File: src/cmpc_consts.svh
// Constants of the chip mode and power control block
// Included by the top module and the bench
`ifndef CMPC_CONSTS_SVH
`define CMPC_CONSTS_SVH
`define CMPC_ADDR_W     8
`define CMPC_OFF_MODE   8'h00
`define CMPC_OFF_CTRL   8'h04
`define CMPC_OFF_STAT   8'h08
`define CMPC_CTRL_BDCEN 0
`define CMPC_CTRL_CIS   1
`define CMPC_CTRL_FRZ   2
`define CMPC_CTRL_PSTOP 3
`define CMPC_CTRL_W     4
`define CMPC_CTRL_RST   4'h0
`define CMPC_MODE_RST   1'b1
`define CMPC_WAKE_CYC   2
`endif

File: src/cmpc_pkg.sv
// Types of the chip mode and power control block
// Constants live in the consts header
package cmpc_pkg;
  typedef enum logic [2:0]
  {
    PS_RUN,
    PS_WAIT,
    PS_PSTOP,
    PS_STOP,
    PS_WAKE
  } cmpc_pstate_t;
endpackage

File: src/cmpc_top.sv
// Chip mode, low power state and clock gating control
// AHB-Lite slave on core_clk; pins synchronised here;
// clock gates are enables for an external gating cell.
`timescale 1ns/1ns
`include "cmpc_consts.svh"
module cmpc_top
(
  input  wire logic        core_clk,      // 20 MHz clock
  input  wire logic        sys_rst,       // Sync reset, high
  input  wire logic        hsel,          // Slave select
  input  wire logic [31:0] haddr,         // Address
  input  wire logic [1:0]  htrans,        // Transfer type
  input  wire logic        hwrite,        // Write
  input  wire logic [2:0]  hsize,         // Size
  input  wire logic [31:0] hwdata,        // Write data
  input  wire logic        hready,        // Bus ready
  output logic             hreadyout,     // Slave ready
  output logic             hresp,         // Response
  output logic [31:0]      hrdata,        // Read data
  input  wire logic        modeSelectPin, // Mode strap pin
  input  wire logic        nmiPin,        // Nonmaskable pin
  input  wire logic        irqPin,        // Interrupt pin
  input  wire logic        keyWakePin,    // Key wakeup pins
  input  wire logic        serialWake,    // Serial wake event
  input  wire logic        apiWake,       // Periodic wakeup
  input  wire logic        tickWake,      // Tick or watchdog
  input  wire logic        intPend,       // Locally unmasked
  input  wire logic        ccrI,          // Global mask bit
  input  wire logic        ccrU,          // CONDITION_CODE_REGISTER U bit
  input  wire logic        ccrS,          // CONDITION_CODE_REGISTER stop disable
  input  wire logic        waitInstr,     // Wait executed
  input  wire logic        stopInstr,     // Stop executed
  input  wire logic        nvmBusy,       // NVM command active
  input  wire logic        secured,       // Security state
  input  wire logic        bdcGo,         // Leave debug state
  input  wire logic        bdcBgnd,       // Enter debug state
  input  wire logic        bdcErase,      // Erase command
  output logic             cpuClkEn,      // CPU clock gate
  output logic             coreClkEn,     // Core clock gate
  output logic             busClkEn,      // Bus clock gate
  output logic             oscEn,         // Oscillator on
  output logic             ircClkEn,      // Reference clock
  output logic             apiClkEn,      // Wakeup clock
  output logic             bdcSerClkEn,   // Debug serial clk
  output logic             periphEn,      // Peripherals on
  output logic             tickEn,        // Tick, watchdog on
  output logic             cntFreeze,     // Counters frozen
  output logic             regFullPerf,   // Regulator full
  output logic             voltMonEn,     // Voltage monitor
  output logic             coreTimClkEn,  // Core timer, pwm
  output logic             busTimClkEn,   // Bus timer, pwm
  output logic             dbgProtoClkEn, // Debug proto clk
  output logic             dbgFastClkEn,  // Debug fast clk
  output logic             bgdActive,     // Debug state
  output logic             freezeReq,     // Module freeze
  output logic             eraseAllReq,   // Flash mass erase
  output logic             extMemBlock,   // Ext access blocked
  output logic             nvmRestrict,   // NVM restricted
  output logic             bdcMemEn,      // Debug mem access
  output cmpc_pkg::cmpc_pstate_t pState   // Power state
);
  import cmpc_pkg::*;

  //////////////////////////////////////////////////////////////
  // Pin synchronisers, first stage read by second only
  logic [3:0] pinMeta_r;
  logic [3:0] pinSync_r;
  logic       modeSync;
  logic       nmiSync;
  logic       irqSync;
  logic       keySync;

  always_ff @(posedge core_clk)
  begin
    pinMeta_r <= {keyWakePin, irqPin, nmiPin, modeSelectPin};
    pinSync_r <= pinMeta_r;
  end

  assign modeSync = pinSync_r[0];
  assign nmiSync  = pinSync_r[1];
  assign irqSync  = pinSync_r[2];
  assign keySync  = pinSync_r[3];

  //////////////////////////////////////////////////////////////
  // Bus slave, zero wait states
  logic                     wrPend_r;
  logic                     rdPend_r;
  logic [`CMPC_ADDR_W-1:0]  aAddr_r;
  logic                     addrOk;
  logic                     takeXfer;
  logic                     modeWr;
  logic                     ctrlWr;

  assign takeXfer  = hsel && htrans[1] && hready;
  assign addrOk    = (haddr[31:`CMPC_ADDR_W] == '0);
  assign hreadyout = 1'b1;
  assign hresp     = 1'b0;

  always_ff @(posedge core_clk)
  begin
    if (sys_rst)
    begin
      wrPend_r <= 1'b0;
      rdPend_r <= 1'b0;
      aAddr_r  <= '0;
    end
    else
    begin
      wrPend_r <= takeXfer && hwrite && addrOk;
      rdPend_r <= takeXfer && !hwrite && addrOk;
      aAddr_r  <= haddr[`CMPC_ADDR_W-1:0];
    end
  end

  assign modeWr = wrPend_r && (aAddr_r == `CMPC_OFF_MODE);
  assign ctrlWr = wrPend_r && (aAddr_r == `CMPC_OFF_CTRL);

  //////////////////////////////////////////////////////////////
  // Mode bit and strap capture
  logic                   mode_r;
  logic                   rstDly_r;
  logic [`CMPC_CTRL_W-1:0] ctrl_r;
  logic                   rstRelease;
  logic                   bdcEn;
  logic                   cisBit;

  always_ff @(posedge core_clk)
    rstDly_r <= sys_rst;

  assign rstRelease = rstDly_r && !sys_rst;

  // Captured at release; special to normal only
  always_ff @(posedge core_clk)
  begin
    if (sys_rst)
      mode_r <= `CMPC_MODE_RST;
    else if (rstRelease)
      mode_r <= modeSync;
    else if (modeWr && hwdata[0])
      mode_r <= 1'b1;
  end

  always_ff @(posedge core_clk)
  begin
    if (sys_rst)
      ctrl_r <= `CMPC_CTRL_RST;
    else if (ctrlWr)
      ctrl_r <= hwdata[`CMPC_CTRL_W-1:0];
  end

  assign bdcEn  = ctrl_r[`CMPC_CTRL_BDCEN] && !(secured && mode_r);
  assign cisBit = ctrl_r[`CMPC_CTRL_CIS];

  //////////////////////////////////////////////////////////////
  // Debug state
  logic bgd_r;

  always_ff @(posedge core_clk)
  begin
    if (sys_rst)
      bgd_r <= 1'b0;
    else if (rstRelease)
      bgd_r <= !modeSync;
    else if (bdcBgnd && bdcEn)
      bgd_r <= 1'b1;
    else if (bdcGo)
      bgd_r <= 1'b0;
  end

  assign bgdActive = bgd_r;
  assign freezeReq = bgd_r && ctrl_r[`CMPC_CTRL_FRZ];

  //////////////////////////////////////////////////////////////
  // Power state machine
  cmpc_pstate_t pState_r;
  cmpc_pstate_t pState_nxt;
  logic         stopPend_r;
  logic [1:0]   wakeCnt_r;
  logic         waitWake;
  logic         stopWake;
  logic         stopOk;

  assign waitWake = nmiSync || !irqSync || (intPend && !ccrI);
  assign stopWake = nmiSync || !irqSync || keySync
                 || serialWake || apiWake;
  // Stop is a no-op unless U, S clear
  assign stopOk = stopInstr && !ccrU && !ccrS;

  // Hold the request while nvm busy
  always_ff @(posedge core_clk)
  begin
    if (sys_rst)
      stopPend_r <= 1'b0;
    else if (stopPend_r && !nvmBusy)
      stopPend_r <= 1'b0;
    else if (stopOk && pState_r == PS_RUN)
      stopPend_r <= 1'b1;
  end

  always_comb
  begin
    pState_nxt = pState_r;
    case (pState_r)
      PS_RUN:
        if (stopPend_r && !nvmBusy)
          pState_nxt = ctrl_r[`CMPC_CTRL_PSTOP] ? PS_PSTOP
                                                 : PS_STOP;
        else if (waitInstr && !stopPend_r)
          pState_nxt = PS_WAIT;
      PS_WAIT:
        if (waitWake)
          pState_nxt = PS_RUN;
      PS_PSTOP:
        if (stopWake || tickWake)
          pState_nxt = PS_WAKE;
      PS_STOP:
        if (stopWake)
          pState_nxt = PS_WAKE;
      PS_WAKE:
        if (wakeCnt_r == 2'(`CMPC_WAKE_CYC - 1))
          pState_nxt = PS_RUN;
      default:
        pState_nxt = PS_RUN;
    endcase
  end

  always_ff @(posedge core_clk)
  begin
    if (sys_rst)
      pState_r <= PS_RUN;
    else
      pState_r <= pState_nxt;
  end

  always_ff @(posedge core_clk)
  begin
    if (sys_rst || pState_r != PS_WAKE)
      wakeCnt_r <= '0;
    else
      wakeCnt_r <= wakeCnt_r + 2'd1;
  end

  assign pState = pState_r;

  //////////////////////////////////////////////////////////////
  // Clock and regulator control
  logic inStop;
  logic inPstop;
  logic allOn;

  assign inStop  = (pState_r == PS_STOP);
  assign inPstop = (pState_r == PS_PSTOP);
  assign allOn   = inStop && bdcEn && cisBit;

  always_ff @(posedge core_clk)
  begin
    if (sys_rst)
    begin
      cpuClkEn    <= 1'b1;
      coreClkEn   <= 1'b1;
      busClkEn    <= 1'b1;
      oscEn       <= 1'b1;
      ircClkEn    <= 1'b1;
      apiClkEn    <= 1'b1;
      bdcSerClkEn <= 1'b1;
      periphEn    <= 1'b1;
      tickEn      <= 1'b1;
      cntFreeze   <= 1'b0;
      regFullPerf <= 1'b1;
      voltMonEn   <= 1'b1;
    end
    else
    begin
      // Wait gates only the cpu clock
      cpuClkEn    <= pState_r == PS_RUN;
      coreClkEn   <= !(inStop || inPstop) || allOn;
      busClkEn    <= !(inStop || inPstop) || allOn;
      oscEn       <= !inStop || allOn;
      ircClkEn    <= !inStop || allOn || bdcEn;
      apiClkEn    <= 1'b1;
      // Serial debug clock stays in stop only while debug is enabled
      bdcSerClkEn <= !inStop || bdcEn;
      periphEn    <= !(inStop || inPstop) || allOn;
      tickEn      <= !inStop || allOn;
      cntFreeze   <= inStop && !allOn;
      regFullPerf <= !inStop || bdcEn;
      voltMonEn   <= !inStop || bdcEn;
    end
  end

  // Fast instances on core, others on bus
  assign coreTimClkEn  = coreClkEn;
  assign busTimClkEn   = busClkEn;
  // Protocol from reference, fast from bus
  assign dbgProtoClkEn = ircClkEn;
  assign dbgFastClkEn  = busClkEn;

  //////////////////////////////////////////////////////////////
  // Erase path and security
  // Erase command drives flash only while debug is enabled
  assign eraseAllReq = bdcErase && bdcEn;
  assign extMemBlock = secured;
  assign nvmRestrict = secured;
  assign bdcMemEn    = bdcEn && !secured;

  //////////////////////////////////////////////////////////////
  // Read data
  always_ff @(posedge core_clk)
  begin
    if (sys_rst)
      hrdata <= 32'h0;
    else if (takeXfer && !hwrite && addrOk)
    begin
      hrdata <= 32'h0;
      case (haddr[`CMPC_ADDR_W-1:0])
        `CMPC_OFF_MODE: hrdata[0] <= mode_r;
        `CMPC_OFF_CTRL: hrdata[`CMPC_CTRL_W-1:0] <= ctrl_r;
        `CMPC_OFF_STAT:
          hrdata[6:0] <= {secured, stopPend_r, bgd_r,
                          1'b0, 3'(pState_r)};
        default: hrdata <= 32'h0;
      endcase
    end
  end
endmodule

File: config.mk
export PLATFORM = sky130hd
export DESIGN_NAME = cmpc_top
export DESIGN_NICKNAME = d
export VERILOG_FILES = /design/src/cmpc_pkg.sv /design/src/cmpc_top.sv
export VERILOG_INCLUDE_DIRS = /design/src /design/src/src
export SDC_FILE = /design/constraint.sdc
export NUM_CORES = 1
export LEC_CHECK = 0
export ABC_AREA = 1
export BUFFER_PORTS_ARGS = -buffer_cell sky130_fd_sc_hd__buf_2
export CORE_MARGIN = 1
export CORE_UTILIZATION = 36
export DETAILED_ROUTE_END_ITERATION = 8
export PLACE_DENSITY_LB_ADDON = 0.05
export SYNTH_ARGS = -nofsm -noshare
export SYNTH_HDL_FRONTEND = slang
export SYNTH_SLANG_ARGS = --single-unit
File: constraint.sdc
create_clock -name core_clk -period 1.1 [get_ports core_clk]
set_input_delay 0.055 -clock core_clk [delete_from_list [all_inputs] [get_ports core_clk]]
set_output_delay 0.055 -clock core_clk [all_outputs]
set_load 0.005 [all_outputs]
* Word-level counts from Yosys, hierarchy flattened
Cells that the tools add are included.
Word-level totals: register bits 43, bits of input ports 92, word-level logic and storage cells 108
Operators by class: equal/unequal tests 14, $add $sub $neg 1, reductions and logical operators 59, mux-type cells 16
Operator list (count):
- $logic_and A1 B1 Y1 | 25
- $logic_not A24 Y1 | 1
- $mux W3 | 7
- $eq A8 B3 Y1 const B | 2
- $logic_not A8 Y1 | 2
- $pmux W3 S5 | 1
- $logic_not A1 Y1 | 14
- $logic_or A1 B1 Y1 | 12
- $eq A8 B4 Y1 const B | 1
- $eq A3 B2 Y1 const B | 2
- $mux W1 | 6
- $ne A2 B2 Y1 const B | 3
- $pmux W3 S2 | 1
- $reduce_and A5 Y1 | 1
- $eq A3 B1 Y1 const B | 1
- $eq A3 B3 Y1 const B | 1
- $logic_not A3 Y1 | 1
- $ne A3 B2 Y1 const B | 1
- $ne A3 B3 Y1 const B | 1
- $pmux W1 S3 | 1
- $reduce_bool A3 Y1 | 1
- $add A2 B1 Y2 const B | 1
- $eq A2 B1 Y1 const B | 1
- $ne A2 B1 Y1 const B | 1
- other kinds (2) | 2

* Longest topological paths before layout
depth in word-level cells 8, mapped depth 9, gate-level depth less buffers 9

* Least setup slack after synthesis
Ideal clock, no wire load.
path kind reg2reg, from register aAddr_r[4], to register ctrl_r[0], required time 0.985 ns, buffers on the path 0, arrival time 1.017 ns, slack -0.032 ns, period minus slack after synthesis 1.132 ns, cell stages (with the launch flop) 6, cell sequence dfxtp_1 or2_1 nor3_4 nand2_2 o21ai_1 nor2_1
On the way: longest elaborated chain between the ends 2
Ends and longest elaborated chain:
- from (decl) | line cmpc_top.sv:88 | logic [`CMPC_ADDR_W-1:0] aAddr_r;
- from (signal assigned) | line cmpc_top.sv:111 | aAddr_r <= haddr[`CMPC_ADDR_W-1:0];
- $eq A8 B3 Y1 (no source line)
- $logic_and A1 B1 Y1 | line cmpc_top.sv:116 | assign ctrlWr = wrPend_r && (aAddr_r == `CMPC_OFF_CTRL);
- to (signal assigned) | line cmpc_top.sv:146 | ctrl_r <= `CMPC_CTRL_RST;
- to (signal assigned) | line cmpc_top.sv:148 | ctrl_r <= hwdata[`CMPC_CTRL_W-1:0];
- to (decl) | line cmpc_top.sv:122 | logic [`CMPC_CTRL_W-1:0] ctrl_r;
Every way passes these cells. A chain may end at the register's enable or synchronous reset.

* Final worst setup path
from register aAddr_r[4], to register mode_r
On the way: longest elaborated chain between the ends 4
Ends and longest elaborated chain:
- $logic_not A8 Y1 (no source line)
- $logic_and A1 B1 Y1 | line cmpc_top.sv:115 | assign modeWr = wrPend_r && (aAddr_r == `CMPC_OFF_MODE);
- $logic_and A1 B1 Y1 | line cmpc_top.sv:139 | else if (modeWr && hwdata[0])
- $reduce_bool A2 Y1 (no source line)
- to (signal assigned) | line cmpc_top.sv:136 | mode_r <= `CMPC_MODE_RST;
- to (signal assigned) | line cmpc_top.sv:138 | mode_r <= modeSync;
- to (decl) | line cmpc_top.sv:120 | logic mode_r;
Every way passes these cells.

==> out/metrics.csv <==
metric,value,unit
drt-total-wl,4380,um
violations,negative setup slack,
rsz0062_at_grt,yes,
r2r-start,aAddr_r[4]$_SDFF_PP0_,
grt_max_degree,22,
slew_violations,0,
drc,0,
die-area,6010,um2
worstSkewPairLatency,290,ps
place.gp.congestion,0.796,
finalSetupTns,-120,ps
critPathKind,reg -> reg,
fin_util,50.8,%
synth_area,2050,um2
ys_top_cells_by_area,"dfxtp_1 (42%), buf_4 (14%), nor2_1 (10%)",
postSynthAreaPerCell,7.17,um2
antenna_cells,0,
critPathMaxFanout,4,
cts_buffers,5,
track_usage,15.6,%
syn_inst,286,
netlist.area_leader.share,42.0,%
worst-r2r-setup-slack,-30,ps
dpl.hpwl,3430,um
cts_tree,built,
grt_pass1_wl,7410,um
coreArea,5510,um2
grt_overflow,0,
vdd_drop_max,0.632,mV
initialDrtViolationCount,73,
die_y,77.5,um
synth_seq_cells,43,
vias,1939,
critPathLaunchType,flip-flop,
fp-row-count,27,
numPortBuffers,90,
cts_buffer_depth,2,
max_freq,886,MHz
setup_viol,5,
cp-startpoint,aAddr_r[4]$_SDFF_PP0_,
status,"complete, but fails checks",
fin_nets,489,
path_clk_slew,80,ps
hp-class,in -> reg,
wl_per_cell,9.35,um
p_leak,0.00147,uW
htreeDepth,2,
avgViaCountPerCell,4.14,
dr.pass1.iters,4,
setup_ws,-28.9,ps
antenna_found_initial,0,
final.period_utilization,103,%
area_growth,36.3,%
finalHoldViolCount,0,
required,1270,ps
postRouteAntennaNets,0,
r2r_cells,5,
period_minus_slack,1130,ps
synth_cell_types,26,
drive_above_1_share,36.4,%
crit_arrival,1300,ps
crit_path_end,mode_r$_SDFFE_PP1P_,
r2r-end,mode_r$_SDFFE_PP1P_,
fin_skew,2.83,ps
die_w,77.5,um
ys_warn_count,0,
n_fill_cell,603,
start_util,37.3,%
cts_root_buf,clkbuf_8,
cp-end-kind,flip-flop,
max_cap_viol_count,0,
synth.largest_area_cell,dfxtp_1,
grt_pass1_vias,1742,
clock_sinks,43,
io_pins,151,
ys_seq_area_share,42.0,%
place_ws,-71.5,ps
pwr_density_cell,1350,nW/um2
worst max-delay path: stages (launching register included):
cell,delay [ps]
dfxtp_1,300
or2_1,250
nor3_4,180
nand2_1,120
nand3_1,90
nand3_1,70
synth_stat cells:
library cell  instances
inv_1                30
nand3_1              27
nand3_2               1
nor3_1                6
nor3_2                1
or2_1                 1
a31oi_1               2
and3b_1               1
buf_2                 2
nor3_4                1
nor2_2                3
nand4_1               4
nand3b_1              1
ha_1                  1
o21ai_0               1
nand2_1              48
inv_2                 1
buf_4                39
dfxtp_1              43
clkbuf_1              1
a21oi_1               6
conb_1                2
nor2_1               57
or2_2                 2
o21ai_1               4
nand2_2               1
area by class of cell:
type / instances / area [um2] / share of cell area (%)
Clock buffer: 6 / 72.6 / 2.60
Clock inverter: 1 / 30.0 / 1.07
Sequential cell: 43 / 868 / 31.1
Timing Repair Buffer: 119 / 697 / 24.9
Tap cell: 72 / 90.1 / 3.22
Inverter: 31 / 121 / 4.34
Multi-Input combinational cell: 196 / 917 / 32.8
power by group:
group,total [uW],internal (uW),switching (uW)
Sequential,1730,1660,67.8
Combinational,878,425,453
Clock,1160,665,499
sequential cells by signal (all words and copies together), names as in the netlist, 2 cells and up:
signal     count
pinMeta_r      4
wakeCnt_r      2
ctrl_r         4
pState         3
hrdata         7
pinSync_r      4
aAddr_r        8
stage by stage:
step | area (um2) | total power (uW) | std cells | hold WS [ps]
finish | 2800 | 3770 | 468 | 8.48
global route | 2800 | 4010 | 468 | 15.6
CTS | 2750 | 3760 | 468 | 4.42
detailed placement | 2520 | 2520 | 450 | 159
global placement | 2520 | 2510 | 450 | 157
floorplan | 2150 | 2210 | 312 | 82.7
metal layers:
layer	vias to the layer above	track usage, %	wire length (um)
met2	87	26.5	2060
li1	1040	-	-
met3	4	3.53	304
met1	808	19.0	1970
met5	-	0	0
met4	0	6.23	40
how the worst min path moves through the flow:
stage / from / end / slack [ps] / cells past startpoint
after global placement: modeSelectPin / pinMeta_r[0]$_DFF_P_ / 160 / 1
final: hwdata[3] / ctrl_r[3]$_SDFFE_PP0P_ / 8 / 3
after detailed placement: nmiPin / pinMeta_r[1]$_DFF_P_ / 160 / 1
after CTS: haddr[2] / aAddr_r[2]$_SDFF_PP0_ / 4 / 3
after global routing: hwdata[3] / ctrl_r[3]$_SDFFE_PP0P_ / 20 / 3
after floorplan: modeSelectPin / pinMeta_r[0]$_DFF_P_ / 80 / 0
layout by cell type, fill, tap and decap left out, drive strengths merged, types with 6 or more instances in the layout:
cell type	count
buf	109
nor3	8
dlygate4sd3	10
nand2	49
nor2	60
dfxtp	43
clkbuf	6
a21oi	6
inv	31
conb	28
nand3	28
cell families (layout without fill, tap and decap cells):
| group | Yosys count | count (layout) | synth area share, % |
|---|---|---|---|
| adder cells (fa/ha/maj) | 1 | 1 | 0.610 |
| AND/OR/NAND/NOR | 154 | 154 | 33.2 |
| buffers and inverters | 73 | 157 | 20.6 |
| AO/OA/AOI/OAI | 13 | 13 | 3.29 |
| other | 2 | 28 | 0.366 |
| flip-flops | 43 | 43 | 42.0 |
timing repair:
action                                 CTS  global route
pin swaps                                5             8
endpoints found under the hold margin   10             0
hold buffers                            10             0
resized for setup                       10            15
buffers inserted                         1             0
setup endpoints to repair               13            13
Note: power is estimated with default switching activity, not from simulation.
